===== src/rtl/tap_pkg.sv =====
// constants and carriers for the boundary-scan test access port
// assumes the tap is sampled by a 10 MHz system clock, tck far slower
package tap_pkg;

    localparam int          IR_WIDTH      = 3;
    localparam int          ID_WIDTH      = 32;
    localparam int          BSR_PINS      = 8;
    localparam int          BSR_SPARE     = 2;
    localparam int          BSR_WIDTH     = BSR_PINS + BSR_SPARE;
    localparam int          RESET_ONES    = 5;

    localparam logic [2:0]  INS_EXTEST    = 3'h0;
    localparam logic [2:0]  INS_IDREAD    = 3'h1;
    localparam logic [2:0]  INS_HIZ_SMPL  = 3'h2;
    localparam logic [2:0]  INS_SAMPLE    = 3'h4;
    localparam logic [2:0]  INS_BYPASS    = 3'h7;
    localparam logic [1:0]  IR_CAPTURE    = 2'h1;

    // identification fields; values arbitrary
    localparam logic [3:0]  ID_REVISION   = 4'h1;
    localparam logic [15:0] ID_IO_CONFIG  = 16'h0000;
    localparam logic [10:0] ID_VENDOR     = 11'h055;
    localparam logic        ID_PRESENCE   = 1'b1;
    localparam logic [31:0] ID_CODE       = {ID_REVISION, ID_IO_CONFIG, ID_VENDOR, ID_PRESENCE};

    typedef enum logic [3:0] {
        TLR, RTI, SEL_DR, CAP_DR, SH_DR, EX1_DR, PA_DR, EX2_DR, UPD_DR,
        SEL_IR, CAP_IR, SH_IR, EX1_IR, PA_IR, EX2_IR, UPD_IR
    } tap_state_e;

    typedef struct packed {
        logic tck;
        logic tms;
        logic tdi;
        logic tms_driven;
        logic tdi_driven;
    } tap_pins_s;

endpackage : tap_pkg


===== src/rtl/boundary_scan_tap.sv =====
// test access port: state machine, instruction, bypass, boundary, id registers
// assumes tck is asynchronous and at least 4x slower than i_clk
`timescale 1ns/1ps
module boundary_scan_tap
    import tap_pkg::*;
(
    input  wire logic                  i_clk,
    input  wire logic                  i_reset,
    input  wire tap_pins_s             i_pins,
    input  wire logic [BSR_PINS-1:0]   i_ring,
    output logic                       o_tdo,
    output logic                       o_tdo_oe_n,
    output logic                       o_ram_hiz,
    output logic                       o_extest,
    output logic [BSR_WIDTH-1:0]       o_bsr_update
);

    // ------------------------------------------------------------
    // pin synchronisers and edge detect
    // ------------------------------------------------------------
    tap_pins_s  sync1_reg;
    tap_pins_s  sync2_reg;
    logic       tck_last_reg;
    logic       rise;
    logic       fall;
    logic       tms_s;
    logic       tdi_s;

    logic [BSR_PINS-1:0] ring_sync1_reg;
    logic [BSR_PINS-1:0] ring_sync2_reg;

    // reset to the idle pin levels so no false tck edge follows reset
    always_ff @(posedge i_clk)
    begin
        if (i_reset)
        begin
            sync1_reg    <= '1;
            sync2_reg    <= '1;
            tck_last_reg <= 1'b1;
        end
        else
        begin
            sync1_reg    <= i_pins;
            sync2_reg    <= sync1_reg;
            tck_last_reg <= sync2_reg.tck;
        end
    end

    // ring pins run on the ram clock, not ours
    always_ff @(posedge i_clk)
    begin
        if (i_reset)
        begin
            ring_sync1_reg <= '0;
            ring_sync2_reg <= '0;
        end
        else
        begin
            ring_sync1_reg <= i_ring;
            ring_sync2_reg <= ring_sync1_reg;
        end
    end

    assign rise  = sync2_reg.tck & ~tck_last_reg;
    assign fall  = ~sync2_reg.tck & tck_last_reg;
    // pull-up resolved after the flops, so no gate sits ahead of them
    assign tms_s = sync2_reg.tms | ~sync2_reg.tms_driven;
    assign tdi_s = sync2_reg.tdi | ~sync2_reg.tdi_driven;

    // ------------------------------------------------------------
    // controller state machine
    // ------------------------------------------------------------
    tap_state_e state_reg;
    tap_state_e state_next;

    always_comb
    begin
        state_next = state_reg;
        case (state_reg)
            TLR:     state_next = tms_s ? TLR    : RTI;
            RTI:     state_next = tms_s ? SEL_DR : RTI;
            SEL_DR:  state_next = tms_s ? SEL_IR : CAP_DR;
            CAP_DR:  state_next = tms_s ? EX1_DR : SH_DR;
            SH_DR:   state_next = tms_s ? EX1_DR : SH_DR;
            EX1_DR:  state_next = tms_s ? UPD_DR : PA_DR;
            PA_DR:   state_next = tms_s ? EX2_DR : PA_DR;
            EX2_DR:  state_next = tms_s ? UPD_DR : SH_DR;
            UPD_DR:  state_next = tms_s ? SEL_DR : RTI;
            SEL_IR:  state_next = tms_s ? TLR    : CAP_IR;
            CAP_IR:  state_next = tms_s ? EX1_IR : SH_IR;
            SH_IR:   state_next = tms_s ? EX1_IR : SH_IR;
            EX1_IR:  state_next = tms_s ? UPD_IR : PA_IR;
            PA_IR:   state_next = tms_s ? EX2_IR : PA_IR;
            EX2_IR:  state_next = tms_s ? UPD_IR : SH_IR;
            UPD_IR:  state_next = tms_s ? SEL_DR : RTI;
            default: state_next = TLR;
        endcase
    end

    // power-up reset lands in tlr; with no tck edges nothing moves
    always_ff @(posedge i_clk)
    begin
        if (i_reset)
            state_reg <= TLR;
        else if (rise)
            state_reg <= state_next;
    end

    // ------------------------------------------------------------
    // instruction register
    // ------------------------------------------------------------
    logic [IR_WIDTH-1:0] ir_shift_reg;
    logic [IR_WIDTH-1:0] instruction_reg;

    always_ff @(posedge i_clk)
    begin
        if (i_reset)
            ir_shift_reg <= INS_IDREAD;
        else if (rise && state_reg == CAP_IR)
            ir_shift_reg <= {1'b0, IR_CAPTURE};
        else if (rise && state_reg == SH_IR)
            ir_shift_reg <= {tdi_s, ir_shift_reg[IR_WIDTH-1:1]};
    end

    // active instruction changes only on update or reset
    always_ff @(posedge i_clk)
    begin
        if (i_reset)
            instruction_reg <= INS_IDREAD;
        else if (fall && state_reg == TLR)
            instruction_reg <= INS_IDREAD;
        else if (fall && state_reg == UPD_IR)
            instruction_reg <= ir_shift_reg;
    end

    // ------------------------------------------------------------
    // instruction decode
    // ------------------------------------------------------------
    function automatic logic sel_boundary(input logic [IR_WIDTH-1:0] ins);
        sel_boundary = (ins == INS_EXTEST) || (ins == INS_HIZ_SMPL) || (ins == INS_SAMPLE);
    endfunction : sel_boundary

    logic use_bsr;
    logic use_id;

    // 011, 101, 110 and 111 fall through to bypass
    assign use_bsr = sel_boundary(instruction_reg);
    assign use_id  = (instruction_reg == INS_IDREAD);

    // ------------------------------------------------------------
    // data registers
    // ------------------------------------------------------------
    logic                 bypass_bit;
    logic [ID_WIDTH-1:0]  identification_reg;
    logic [BSR_WIDTH-1:0] bsr_reg;

    always_ff @(posedge i_clk)
    begin
        if (i_reset)
            bypass_bit <= 1'b0;
        else if (rise && state_reg == CAP_DR)
            bypass_bit <= 1'b0;
        else if (rise && state_reg == SH_DR && !use_bsr && !use_id)
            bypass_bit <= tdi_s;
    end

    always_ff @(posedge i_clk)
    begin
        if (i_reset)
            identification_reg <= ID_CODE;
        else if (rise && state_reg == CAP_DR && use_id)
            identification_reg <= ID_CODE;
        else if (rise && state_reg == SH_DR && use_id)
            identification_reg <= {tdi_s, identification_reg[ID_WIDTH-1:1]};
    end

    always_ff @(posedge i_clk)
    begin
        if (i_reset)
            bsr_reg <= '1;
        else if (rise && state_reg == CAP_DR && use_bsr)
            bsr_reg <= {{BSR_SPARE{1'b1}}, ring_sync2_reg};
        else if (rise && state_reg == SH_DR && use_bsr)
            bsr_reg <= {tdi_s, bsr_reg[BSR_WIDTH-1:1]};
    end

    // ------------------------------------------------------------
    // serial output, launched on falling tck
    // ------------------------------------------------------------
    logic tail;

    always_comb
    begin
        if (state_reg == SH_IR)
            tail = ir_shift_reg[0];
        else if (use_id)
            tail = identification_reg[0];
        else if (use_bsr)
            tail = bsr_reg[0];
        else
            tail = bypass_bit;
    end

    always_ff @(posedge i_clk)
    begin
        if (i_reset)
        begin
            o_tdo      <= 1'b1;
            o_tdo_oe_n <= 1'b1;
        end
        else if (fall)
        begin
            o_tdo      <= tail;
            o_tdo_oe_n <= !(state_reg == SH_IR || state_reg == SH_DR);
        end
    end

    // ------------------------------------------------------------
    // effects on the ram side
    // ------------------------------------------------------------
    always_ff @(posedge i_clk)
    begin
        if (i_reset)
        begin
            o_ram_hiz    <= 1'b0;
            o_extest     <= 1'b0;
            o_bsr_update <= '1;
        end
        else
        begin
            o_ram_hiz <= (instruction_reg == INS_HIZ_SMPL);
            o_extest  <= (instruction_reg == INS_EXTEST);
            if (fall && state_reg == UPD_DR && use_bsr)
                o_bsr_update <= bsr_reg;
        end
    end

    // ------------------------------------------------------------
    // checks
    // ------------------------------------------------------------
    property p_oe_shift;
        @(posedge i_clk) disable iff (i_reset)
        !o_tdo_oe_n |-> ($past(state_reg) == SH_IR || $past(state_reg) == SH_DR
                         || state_reg == EX1_IR || state_reg == EX1_DR
                         || state_reg == SH_IR || state_reg == SH_DR);
    endproperty
    a_oe_shift: assert property (p_oe_shift) else $error("tdo enabled outside shift");

    property p_tlr_ones;
        @(posedge i_clk) disable iff (i_reset)
        (rise && tms_s && state_reg == SEL_IR) |=> state_reg == TLR;
    endproperty
    a_tlr_ones: assert property (p_tlr_ones) else $error("no reset state entry");

    property p_tlr_ir;
        @(posedge i_clk) disable iff (i_reset)
        (fall && state_reg == TLR) |=> instruction_reg == INS_IDREAD;
    endproperty
    a_tlr_ir: assert property (p_tlr_ir) else $error("ir not idread after reset");

    property p_cap_ir;
        @(posedge i_clk) disable iff (i_reset)
        (rise && state_reg == CAP_IR) |=> ir_shift_reg[1:0] == IR_CAPTURE;
    endproperty
    a_cap_ir: assert property (p_cap_ir) else $error("capture-ir pattern wrong");

    property p_ir_hold;
        @(posedge i_clk) disable iff (i_reset)
        !(fall && (state_reg == UPD_IR || state_reg == TLR)) |=> $stable(instruction_reg);
    endproperty
    a_ir_hold: assert property (p_ir_hold) else $error("instruction changed early");

    property p_id_cap;
        @(posedge i_clk) disable iff (i_reset)
        (rise && state_reg == CAP_DR && use_id) |=> identification_reg == ID_CODE;
    endproperty
    a_id_cap: assert property (p_id_cap) else $error("id capture wrong");

    property p_spare_one;
        @(posedge i_clk) disable iff (i_reset)
        (rise && state_reg == CAP_DR && use_bsr) |=> &bsr_reg[BSR_WIDTH-1:BSR_PINS];
    endproperty
    a_spare_one: assert property (p_spare_one) else $error("spare cell not one");

    property p_hiz;
        @(posedge i_clk) disable iff (i_reset)
        (instruction_reg == INS_HIZ_SMPL) [*2] |-> o_ram_hiz;
    endproperty
    a_hiz: assert property (p_hiz) else $error("ram outputs not floated");

    property p_idle;
        @(posedge i_clk) disable iff (i_reset)
        !rise |=> $stable(state_reg);
    endproperty
    a_idle: assert property (p_idle) else $error("state moved without tck");

endmodule : boundary_scan_tap


===== config.mk =====
export PLATFORM = sky130hd
export DESIGN_NAME = boundary_scan_tap
export DESIGN_NICKNAME = d
export VERILOG_FILES = /design/src/rtl/tap_pkg.sv /design/src/rtl/boundary_scan_tap.sv
export SDC_FILE = /design/constraint.sdc
export NUM_CORES = 1
export LEC_CHECK = 0
export BUFFER_PORTS_ARGS = -buffer_cell sky130_fd_sc_hd__clkbuf_2
export CORE_UTILIZATION = 30
export CTS_CLUSTER_DIAMETER = 120
export DETAILED_ROUTE_END_ITERATION = 8
export PLACE_DENSITY_LB_ADDON = 0.3
export SLEW_MARGIN = 20
export SYNTH_ARGS = -nofsm -noshare
export SYNTH_HDL_FRONTEND = slang
export SYNTH_SLANG_ARGS = --single-unit

===== constraint.sdc =====
create_clock -name i_clk -period 1.8 [get_ports i_clk]
set_input_delay 0.27 -clock i_clk [delete_from_list [all_inputs] [get_ports i_clk]]
set_output_delay 0.27 -clock i_clk [all_outputs]
set_load 0.03 [all_outputs]

After elaboration in Yosys (flattened, before gate mapping). Index checks and enable logic that the tools add are counted.

Equality and inequality tests: 18. Mux-type cells: 18. Bitwise gates (word level): 8. Reductions and logical operators: 31.

Operator list (count): case mux 4 bit (12 select lines) (1); == test 4 bit, second input constant (8); == test 4 x 3 -> 1 bit, second input constant (4); two-way mux 4 bit (4); two-way mux 8 bit (2); logical AND 1 bit (14); OR reduction 2 bit (7); == test 4 x 2 -> 1 bit, second input constant (2); two-way mux 1 bit (6); two-way mux 2 bit (3); two-way mux 3 bit (2); == test 4 x 1 -> 1 bit, second input constant (1); zero test 4 bit (1); inverter 1 bit (4); == test 3 x 1 -> 1 bit, second input constant (1); == test 3 x 2 -> 1 bit, second input constant (1); == test 3 bit, second input constant (1); zero test 1 bit (3); zero test 3 bit (1); logical OR 1 bit (3); OR reduction 3 bit (1); AND 1 bit (2); OR 1 bit (2); nonzero test 2 bit (1).

Bits in registers: 94. Bits of input ports: 15. Output and inout port bits: 14. Logic and storage cells: 100.

Logic depth before layout (Yosys ltp). Gate-level depths: netlist of run 1.

Depth in word-level cells: 6. Depth in mapped cells: 7. Gate-level depth less buffers: 5.

Worst setup path before layout of run 1. Ideal clock, no wire load.

Kind: reg2reg. From: register state_reg[3]. To: register identification_reg[16]. Setup time: 0.116 ns. Data arrival time: 1.535 ns. Data required time: 1.684 ns. Path slack: 0.149 ns. Cell stages (with the launch flop): 8. Path buffers: 2. Clock period less this slack: 1.651 ns. Cells stage by stage: dfxtp_1 buf_6 or4b_4 nor2_1 nand2_1 clkbuf_1 nand2_1 a21oi_1.

Cells in the longest elaborated chain, start to end: 4. Elaborated cells on any way between the ends: 7. Those cells by class: eq/ne (2); reduce/logical (5).

RTL lines: from (decl) (RTL line boundary_scan_tap.sv:73) `tap_state_e state_reg;`; from (signal assigned) (RTL line boundary_scan_tap.sv:106) `state_reg <= state_next;`; == test 4 x 2 -> 1 bit (RTL line boundary_scan_tap.sv:171) `else if (rise && state_reg == CAP_DR && use_id)`; logical AND 1 bit (2 in series) (RTL line boundary_scan_tap.sv:171); OR reduction 2 bit (no line); to (signal assigned) (RTL line boundary_scan_tap.sv:174) `identification_reg <= {tdi_s, identification_reg[ID_WIDTH-1:1]};`; to (decl) (RTL line boundary_scan_tap.sv:154) `logic [ID_WIDTH-1:0] identification_reg;`.

Parallel ways exist; a longest one is shown, timed or not. A chain may end at the register's enable or synchronous reset.

Worst setup path after layout of run 1.
From: register state_reg[1]. To: register bsr_reg[3].

Cells in the longest elaborated chain, start to end: 4. Elaborated cells on any way between the ends: 8. Those cells by class: eq/ne (2); mux (1); reduce/logical (5).

RTL lines: == test 4 x 2 -> 1 bit / == test 4 x 3 -> 1 bit (equally long branches) (RTL line boundary_scan_tap.sv:181, boundary_scan_tap.sv:183); logical AND 1 bit, on equally long branches (2 in series) (RTL line boundary_scan_tap.sv:181, boundary_scan_tap.sv:183); two-way mux 8 bit / nonzero test 2 bit (equally long branches); to (signal assigned) (RTL line boundary_scan_tap.sv:182) `bsr_reg <= {{BSR_SPARE{1'b1}}, ring_sync2_reg};`; to (signal assigned) (RTL line boundary_scan_tap.sv:184) `bsr_reg <= {tdi_s, bsr_reg[BSR_WIDTH-1:1]};`; to (decl) (RTL line boundary_scan_tap.sv:155) `logic [BSR_WIDTH-1:0] bsr_reg;`.

Parallel ways exist; a longest one is shown, timed or not.

==> summary.md, run 1 <==
| Metric | Value |
|---|---|
| Hold_buf cts | 0 |
| Setup WS pre-CTS | 9.35 ps |
| Fillers | 1,152 |
| Net count, final | 465 |
| Dominant cell type by area after synthesis | dfxtp_1 |
| Worst-margin pin slew | 515 ps |
| Total gr overflow | 0 |
| Worst vdd rail ir drop | approximately 0.64 mV |
| Sequential area share after synthesis | 52.2% |
| Worst slew margin | 65.6% |
| Fmax | 0.584 GHz |
| Lkg Pwr | 1.71 nW |
| Clock Tree Buf Depth | 2 |
| Vias in the first global route | 2,593 |
| Global-route usage over all layers | between 10% and 20% |
| Outcome | complete, no violations |
| Met3 GRT Util | around 4.6% |
| Reg2Reg Capture Point | bsr_reg[3] |
| Slowest-stage cell, CP | or4b_4 |
| CTS H-tree lvls | 3 |
| DR DRC count | 0 |
| Cells after Synth | 419 |
| Num CTS Buffers | 9 |
| Final Critical Period | 1710 ps |
| DR vias | 2,787 |
| Routed len/inst | 11.3 um |
| Initial Utilization | 31.2% |
| Worst setup SP type | flip-flop |
| CTS root buffer | clkbuf_16 |
| Met2 Use GR | 18.8% |
| Post-synthesis cell type count | 45 |
| First-pass GRT wire length | 12,100 um |
| Clk sinks | 94 |
| Clk_lat worst skew | 350 ps |
| FF/Latch Area | 1880 um2 |
| Pwr/cell area | about 1000 nW/um2 |
| Top Usage Layer GRT | met2 |
| Synth-to-layout area growth | 19.3% |
| Ranking of synthesized cells by area | dfxtp_1 52%, nand2_1 11%, a21oi_1 5.7% |
| FFs w/ async S/R, synth | 0% |
| Critical Path Start | state_reg[1] |
| Largest register FFs | 32 |
| CP Capture Type | flip-flop |
| CP cell instances | or4b_4, nor3_4, buf_4, nand2_1, a31oi_1, or2_1 |
| Hold Fails Final Rpt | 0 |
| Final setup fails | 0 |
| Initial antenna violation count | 0 |
| Via-per-instance ratio | 4.66 |
| Kind of critical path | reg -> reg |
| Worst Setup EP | bsr_reg[3] |
| Avg Inst Size Synth | about 8.6 um2 |
| Reg2Reg Setup Slack | around 89 ps |
| Die ar. | approximately 12,000 um2 |
| Post-synth EDFFs | 0 |
| Clock slew at reported path FFs | 70 ps |
| Fin crit share | 95.1% |
| Worst reg-to-reg path cell count | 6 |
| Diode count | 0 |
| RSZ-0062 raised after global routing | no |
| Data required time at the worst endpoint | 2100 ps |
| RR Startpoint | state_reg[1] |
| Max cap viols | 0 |
| DRT iter0 DRCs | between 150 and 200 |
| Setup_tns | 0 ps |
| Port buffer count | 28 |
| CTS tree | built |
| Max Slew Vio Count | 0 |
| Area share of the largest cell type after synthesis | a little over half |
| Final estimated routing congestion in global placement | 0.783 |
| Met1 Resource Use GR | 15.2% |
| Syn. warnings | 0 |
| HP Class | in -> reg |
| Ys flop type | dfxtp_1 |
| Detailed placement HPWL | 4430 um |
| Synthesized Nets | 434 |
| Area of the core | ~12,000 um2 |
| DRT antenna net count | 0 |
| Crit path max fanout | 9 |
| Largest net degree at the start of global routing | 41 |
| #FFs+latches synth | 94 |
| Rows | 39 |
| Chip width | 112 um |
| Die Ht | 112 um |
| Layout Skew | 9.52 ps |
| Slowest stage delay, CP | 600 ps |
| Arr. time, crit path | 2010 ps |
| Drt total wl | between 6000 and 7000 um |
| Post-Syn Area | 3610 um2 |
| Setup ws final | about 90 ps |
| Layout cells sized above 1 | 19.6% |
| TritonRoute pass-1 iters | 5 |
| I/O pins | 29 |
| Area of the multi-input gates | 1580 um2 |
-- timing repair --
item                       in CTS  in global routing
cloned                          0                  0
setup endpoints to repair       2                 14
gates resized for setup         1                  1
pin swaps                       0                  2
setup buffers                   0                  1
-- worst max-delay path: cells and delay by family, from the launching register on --
family                 cells  cell delay [ps]
AO/OA/AOI/OAI              1              160
AND/OR/NAND/NOR            4              960
buffers and inverters      1              180
flip-flops                 1              360
-- worst min-delay path by stage --
| stage | start | endpoint | slack [ps] | depth (start not counted) |
|---|---|---|---|---|
| 2_1_floorplan | i_pins[0] | sync1_reg[0] | 370 | 1 |
| 3_3_place_gp | sync1_reg[4] | sync2_reg[4] | 390 | 1 |
| 6_report | i_pins[4] | sync1_reg[4] | 100 | 2 |
| 5_1_grt | i_pins[1] | sync1_reg[1] | 80 | 2 |
| 3_5_place_dp | sync1_reg[0] | sync2_reg[0] | 400 | 1 |
| 4_1_cts | i_pins[4] | sync1_reg[4] | 90 | 2 |
-- synth_stat cells (2+ instances only) --
library cell,count
a21o_1,4
a31oi_1,4
o31ai_1,2
o21ai_0,5
a21oi_2,3
a211oi_1,3
o211ai_1,2
buf_4,3
nor3b_1,3
nand3_1,13
dfxtp_1,94
nor2_1,23
nor3_4,2
nor4b_1,2
or2_2,16
nand2_1,103
a21oi_1,41
nand3b_1,11
or2_1,2
buf_6,4
clkbuf_1,14
nor3_1,8
mux2i_1,4
buf_2,6
nand2b_1,7
nor2b_1,21
-- per-layer routing --
layer | routed length [um] | up-vias
li1 | - | 1457
met1 | 3280 | 1285
met2 | 3130 | 35
met3 | 259 | 10
met4 | 91 | 0
met5 | 0 | -
-- cell usage in the layout (no fill, tap or decap), types with 3 or more instances in the layout --
cell / n
a31oi_1: 4
nor2b_1: 21
a21o_1: 4
nand3_1: 13
nor3_1: 8
nand3b_1: 11
nor2_1: 23
nand2_1: 103
a21oi_1: 41
o21ai_0: 5
buf_12: 3
clkbuf_16: 9
nand2b_1: 7
clkbuf_2: 28
a211oi_1: 3
mux2i_1: 4
nor3b_1: 3
or2_2: 16
buf_4: 17
dfxtp_1: 93
a21oi_2: 3
-- stage by stage --
| step | cells | hold slack, ps | total power [mW] | utilization [%] | area, um2 |
|---|---|---|---|---|---|
| floorplan | 419 | 374 | 2.25 | - | 3610 |
| global placement | 581 | 393 | 2.29 | 34.2 | 3950 |
| detailed placement | 581 | 396 | 2.29 | 34.2 | 3950 |
| CTS | 597 | 85.4 | 4.41 | 37.1 | 4290 |
| global route | 598 | 81.2 | 4.52 | 37.2 | 4300 |
| finish | 598 | 98.0 | 4.35 | 37.2 | 4300 |
-- power by group --
part / internal, mW / switching [mW] / total [mW]
clock: 1.25 / 0.860 / 2.11
combinational: 0.0568 / 0.0653 / 0.122
sequential: 2.11 / 0.0101 / 2.12
total: 3.41 / 0.936 / 4.35
-- cell families after synthesis --
group                  count (synthesis)  share of synthesized area, %
AO/OA/AOI/OAI                         72                          11.9
XOR/XNOR                               1                         0.243
buffers and inverters                 28                          4.27
flip-flops                            94                          52.2
multiplexers                           4                          1.11
AND/OR/NAND/NOR                      220                          30.3
-- final cells by class --
class	instances	area share (%)
Clock buffer	9	5.24
Clock inverter	7	2.53
Multi-Input combinational cell	297	36.7
Sequential cell	94	43.8
Tap cell	143	4.16
Timing Repair Buffer	48	7.62
No activity file was read; power rests on OpenSTA's default activity.
==> inputs of run 2 (changes only) <==
- BUFFER_PORTS_ARGS: -buffer_cell sky130_fd_sc_hd__clkbuf_2 -> -buffer_cell sky130_fd_sc_hd__buf_2
- GPL_TIMING_DRIVEN: not set -> 0
==> run 2 against run 1 <==
- the run now ends with setup timing left
- sequential cell count unchanged
- combinational power up 14%
- clock skew up 3.2 ps
- clock power down 6%
- sequential share of layout area down 2.8 points
- wire length up 14%
- die area unchanged
- fmax down 6.0%
- register-to-register slack worse by 110 ps
- critical path type unchanged
==> summary.md, run 2 (synthesis gave the netlist of run 1 again) <==
| Metric | Value |
|---|---|
| Outcome | finished with violations |
| Failing checks | setup timing |
| Clock Tree Buf Depth | 2 (unchanged) |
| Crit path max-delay family | simple AND/OR/NAND/NOR gates |
| Drt total wl | 7680 um (+14%) |
| Worst setup SP type | flip-flop |
| Area of the multi-input gates | 1770 um2 (+12%) |
| Crit path max fanout | 5 (-4) |
| TritonRoute pass-1 iters | 4 (-1) |
| Fillers | 1,138 (-1.2%) |
| DR vias | 2,921 (+4.8%) |
| Final setup fails | 2 (+2) |
| HP Class | in -> reg |
| Critical Path Stages | 6 (unchanged) |
| Worst-margin pin slew | 536 ps (+20.7 ps) |
| Final Critical Period | 1820 ps (+110 ps) |
| Fmax | 0.549 GHz (-6.0%) |
| Layout cells sized above 1 | 28.2% (+8.7 points) |
| Fin crit share | 101% (+6.1 points) |
| Pwr/cell area | 924 nW/um2 (-8.6%) |
| CP Capture Type | flip-flop |
| CTS root buffer | clkbuf_16 |
| Initial antenna violation count | 0 (unchanged) |
| Detailed placement HPWL | 4990 um (+13%) |
| Num CTS Buffers | 9 (unchanged) |
| Hold Path Depth | 2 (unchanged) |
| Port buffer count | 27 (-3.6%) |
| Commonest non-fill, non-tap cell in the layout | dfxtp_1 |
| Routed len/inst | 12.5 um (+11%) |
| CP cell instances | buf_6, or4b_4, nor3_4, a21oi_1, a21oi_1, or2_4 |
| Vias in the first global route | 2,678 (+3.3%) |
| DR DRC count | 0 (unchanged) |
| Placed cell areas | 3920 um2 (-0.79%) |
| Worst reg-to-reg path cell count | 6 (unchanged) |
| Largest register FFs | 32 (unchanged) |
| Setup_tns | -22.0 ps (-22.0 ps) |
| Worst vdd rail ir drop | 0.671 mV (+5.6%) |
| Net count, final | 481 (+3.4%) |
| Setup ws final | -20.7 ps (-110 ps) |
| Final Power | 4.24 mW (-2.5%) |
| Global-route usage over all layers | 12.6% (+0.56 points) |
| Largest net degree at the start of global routing | 19 (-54%) |
| Max Slew Vio Count | 0 (unchanged) |
| Most frequent CP cell | a21oi_1 |
| Via-per-instance ratio | 4.76 (+2.1%) |
| Max cap viols | 0 (unchanged) |
| Placed Instances | 589 (+1.4%) |
| First-pass GRT wire length | 12,600 um (+4.4%) |
| Kind of critical path | reg -> reg |
| DRT antenna net count | 0 (unchanged) |
| RSZ-0062 raised after global routing | yes |
| CTS tree | built |
| Clock slew at reported path FFs | 70 ps (about the same) |
| Data required time at the worst endpoint | 2090 ps (about the same) |
| Area of the core | 11,600 um2 (unchanged) |
| Die ar. | 12,500 um2 (unchanged) |
| Arr. time, crit path | 2110 ps (+100 ps) |
| Initial Utilization | 31.2% (unchanged) |
| Clk_lat worst skew | 350 ps (about the same) |
| Diode count | 0 (unchanged) |
| Die Ht | 112 um (unchanged) |
| Slowest-stage cell, CP | or4b_4 |
| Final estimated routing congestion in global placement | 0.794 (+1.4%) |
| FF/Latch Area | 1880 um2 (unchanged) |
| Clk sinks | 94 (unchanged) |
| Lkg Pwr | 1.84 nW (+8.2%) |
| Slowest stage delay, CP | 590 ps (about the same) |
| Hold Fails Final Rpt | 0 (unchanged) |
| Chip width | 112 um (unchanged) |
| DRT iter0 DRCs | 195 (+19%) |
| Total gr overflow | 0 (unchanged) |
| Final core utilization | 39.7% (+2.5 points) |
| Layout Skew | 12.7 ps (+3.20 ps) |
| I/O pins | 29 (unchanged) |
| Hold_buf cts | 0 (unchanged) |
| Most frequent cells in the layout | 93 x dfxtp_1, 86 x nand2_1, 31 x buf_2, 25 x a21oi_1, 22 x nor2_1 |
| Final Cell Area | 4590 um2 (+6.7%) |
| CTS H-tree lvls | 3 (unchanged) |
| Final non-filler cell total | 614 (+2.7%) |
| Synth-to-layout area growth | 27.3% |
| Worst slew margin | 64.3% (-1.4 points) |
| Worst Path Buf+Inv | 1 (unchanged) |
| Rows | 39 (unchanged) |
run 2: cell types whose count changed in the layout (fill, tap and decap cells not counted), sizes merged:
cell,before,now
nor3,10,11
bufinv,2,1
clkinv,1,2
buf,20,46
clkbuf,37,26
run 2: power breakdown:
group	internal, mW	total (mW)	leakage (nW)	switching, mW
clock	1.11	1.98	0.156	0.873
sequential	2.11	2.12	0.765	0.00877
combinational	0.0588	0.139	0.924	0.0800
total	3.28	4.24	1.84	0.962
run 2: worst paths after layout:
| kind | slack, ps | to | startpoint |
|---|---|---|---|
| max | -20 | bsr_reg[2] | state_reg[3] |
| min | 100 | sync1_reg[2] | i_pins[2] |
| max reg2reg | -20 | bsr_reg[2] | state_reg[3] |
| min reg2reg | 410 | sync2_reg[4] | sync1_reg[4] |
run 2: worst register-to-register path: stages (launching register included):
cell and delay, ps:
dfxtp_2 330, buf_6 130, or4b_4 600, nor3_4 340
a21oi_1 110, a21oi_1 140, or2_4 130
run 2: cell type report:
cell class | count | area share (%)
multi-input cells | 298 | 38.6
plain buffers | 27 | 3.87
well taps | 143 | 3.90
clock buffers | 9 | 4.91
repair buffers | 36 | 5.78
flip-flops and latches | 94 | 41.0
clock inverters | 7 | 1.88
run 2: per-layer routing:
layer  vias to the layer above  share of wire (%)  routed length [um]  track usage [%]
met3                        11                2.7                 205             3.43
li1                       1495                  -                   -                -
met4                         0                1.3                  99             4.86
met5                         -                  0                   0                0
met2                        31                 50                3840             21.0
met1                      1384                 46                3540             15.5
run 2: stage by stage:
step           setup WS [ps]  hold WS, ps
3_5_place_dp            -183          396
5_1_grt                -90.1         99.5
6_report               -20.7          105
2_1_floorplan            149          374
4_1_cts                 10.1         90.3
3_3_place_gp            -182          393
run 2: what timing repair did:
action,CTS,global route
endpoints found under the hold margin,0,0
pin swaps,0,21
setup buffers,1,4
gates cloned,0,5
gates resized for setup,8,57
setup endpoints to repair,38,51
==> inputs of run 3 (changes only) <==
- CORE_ASPECT_RATIO: not set -> 0.5
==> run 3 against run 2 <==
- the run now ends clean
- cell area up 1.4%
- clock skew down 6.1 ps
- utilization up 1.3 points
- critical endpoint is now bsr_reg[6]
- largest power group unchanged
==> summary.md, run 3 (synthesis gave the netlist of run 1 again) <==
| Metric | Value |
|---|---|
| CP cell instances | buf_6, or4b_4, nor3_4, buf_6, a21oi_2, a21oi_1, or2_4 |
| Outcome | complete, no violations |
| Fin crit share | 99.8% (-1.4 points) |
| Global-route usage over all layers | 12.8% (+0.16 points) |
| CTS tree | built |
| Startpoint of the worst hold path | i_pins[2] |
| Crit path max-delay family | simple AND/OR/NAND/NOR gates |
| Total gr overflow | 0 (unchanged) |
| Flop pwr share | 49.8% (about the same) |
| DR DRC count | 0 (unchanged) |
| Die Ht | 79.5 um (-29%) |
| Max Slew Vio Count | 0 (unchanged) |
| Layout cells sized above 1 | 27.8% (-0.45 points) |
| Critical Path Start | state_reg[3] |
| Initial antenna violation count | 0 (unchanged) |
| Routed len/inst | 12.3 um (-2.0%) |
| Data required time at the worst endpoint | 2080 ps (about the same) |
| Internal | 3.39 mW (+3.3%) |
| Area of the core | 11,400 um2 (-1.8%) |
| Hold Path Depth | 2 (unchanged) |
| FF/Latch Area | 1880 um2 (unchanged) |
| Worst slew margin | 64.4% (+0.091 points) |
| Power share of the combinational group | 3.3% (about the same) |
| Port buffer count | 27 (unchanged) |
| Area of the multi-input gates | 1760 um2 (-0.99%) |
| Clock share of power | 46.9% (about the same) |
| Hold Fails Final Rpt | 0 (unchanged) |
| Drt total wl | 7770 um (+1.2%) |
| Clk sinks | 94 (unchanged) |
| Net count, final | 485 (+0.83%) |
| NetSw | 0.872 mW (-9.4%) |
| CTS H-tree lvls | 3 (unchanged) |
| Via-per-instance ratio | 4.61 (-3.2%) |
| Die ar. | 12,500 um2 (+0.21%) |
| Placed Instances | 605 (+2.7%) |
| CTS root buffer | clkbuf_16 |
| Detailed placement HPWL | 5020 um (+0.59%) |
| Final Critical Period | 1800 ps (-24.8 ps) |
| CP Capture Type | flip-flop |
| RR Startpoint | state_reg[3] |
| RSZ-0062 raised after global routing | yes |
| Worst vdd rail ir drop | 0.490 mV (-27%) |
| DR vias | 2,921 (unchanged) |
| Final non-filler cell total | 634 (+3.3%) |
| Largest register FFs | 32 (unchanged) |
| Initial Utilization | 31.8% (+0.59 points) |
| Worst-margin pin slew | 535 ps (-1.37 ps) |
| Most frequent cells in the layout | 93 x dfxtp_1, 91 x nand2_1, 30 x buf_2 |
| Final Power | 4.26 mW (+0.42%) |
| I/O pins | 29 (unchanged) |
| Worst Path Buf+Inv | 2 (+1) |
| Slowest stage delay, CP | 570 ps (-20 ps) |
| DRT antenna net count | 0 (unchanged) |
| Kind of critical path | reg -> reg |
| Worst reg-to-reg path cell count | 7 (+1) |
| Diode count | 0 (unchanged) |
| Crit path max fanout | 5 (unchanged) |
| Clock Tree Buf Depth | 2 (unchanged) |
| Slowest-stage cell, CP | or4b_4 |
| Largest net degree at the start of global routing | 16 (-3) |
| Clk_lat worst skew | 340 ps (about the same) |
| Num CTS Buffers | 9 (unchanged) |
| Synth-to-layout area growth | 29.0% |
| Commonest non-fill, non-tap cell in the layout | dfxtp_1 |
| Final estimated routing congestion in global placement | 0.756 (-4.8%) |
| Reg2Reg Capture Point | bsr_reg[6] |
| Pwr/cell area | 915 nW/um2 (-0.93%) |
| Chip width | 157 um (+41%) |
| Fillers | 1,191 (+4.7%) |
| TritonRoute pass-1 iters | 5 (+1) |
| WHS Endpoint | sync1_reg[2] |
| DRT iter0 DRCs | 145 (-26%) |
| Rows | 27 (-31%) |
| Most frequent CP cell | buf_6 |
| HP Class | in -> reg |
| Final setup fails | 0 (-2) |
| First-pass GRT wire length | 12,500 um (-1.2%) |
| Switching Share | 20.5% (-2.2 points) |
| Reg2Reg Setup Slack | 4 ps (+20 ps) |
| Lkg Pwr | 1.87 nW (+1.6%) |
| Fmax | 0.557 GHz (+1.4%) |
| Worst setup SP type | flip-flop |
| Critical Path Stages | 7 (+1) |
| Clock slew at reported path FFs | 70 ps (about the same) |
| Layout Skew | 6.62 ps (-6.10 ps) |
| Vias in the first global route | 2,608 (-2.6%) |
| Max cap viols | 0 (unchanged) |
| Arr. time, crit path | 2080 ps (-30 ps) |
==> run 3: changes by cell type in the layout (fill, tap and decap cells not counted), sizes merged <==
| cell | previous run | this run |
|---|---|---|
| buf | 46 | 52 |
| inv | 4 | 0 |
| bufinv | 1 | 2 |
| clkinv | 2 | 3 |
| clkinvlp | 0 | 1 |
| nor3 | 11 | 10 |
==> run 3: worst max path at each step <==
stage	endpoint	slack, ps
floorplan	identification_reg[16]	150
global placement	identification_reg[10]	-190
detailed placement	identification_reg[21]	-160
CTS	bsr_reg[1]	9
global route	bsr_reg[6]	-60
finish	bsr_reg[6]	4
==> run 3: stage by stage <==
stage	instance area (um2)	utilization, %	setup WS (ps)	TNS [ps]	hold WS (ps)
floorplan	3610	-	149	0	374
global placement	3940	34.7	-189	-4250	393
detailed placement	3940	34.7	-162	-3600	394
CTS	4280	37.7	9.04	0	101
global route	4650	41.0	-62.5	-662	109
finish	4650	41.0	4.12	0	113
==> run 3: timing repair <==
item / CTS / global route
gates cloned: 0 / 3
endpoints found under the setup margin: 32 / 50
hold buffers: 0 / 0
gates resized for setup: 6 / 60
pin swaps: 0 / 27
buffers inserted: 0 / 11
==> run 3: metal layers <==
layer | global-route usage (%) | vias to the layer above | routed length, um
li1 | - | 1502 | -
met5 | 0 | - | 0
met1 | 17.1 | 1354 | 3970
met2 | 19.7 | 54 | 3450
met3 | 3.26 | 11 | 232
met4 | 4.95 | 0 | 124
==> run 3: power by group through the flow <==
stage | logic [mW] | clock network [mW] | registers [mW]
2_1_floorplan | 0.0870 | 0 | 2.16
5_1_grt | 0.158 | 2.13 | 2.12
4_1_cts | 0.132 | 2.05 | 2.12
6_report | 0.143 | 2.00 | 2.12
3_5_place_dp | 0.130 | 0 | 2.17
3_3_place_gp | 0.129 | 0 | 2.16
==> run 3: layout make-up <==
type,count,share of cell area (%)
Buffer,27,3.74
Clock buffer,10,4.92
Clock inverter,6,1.86
Multi-Input combinational cell,297,37.7
Sequential cell,94,40.5
Tap cell,159,4.28
Timing Repair Buffer,41,6.99
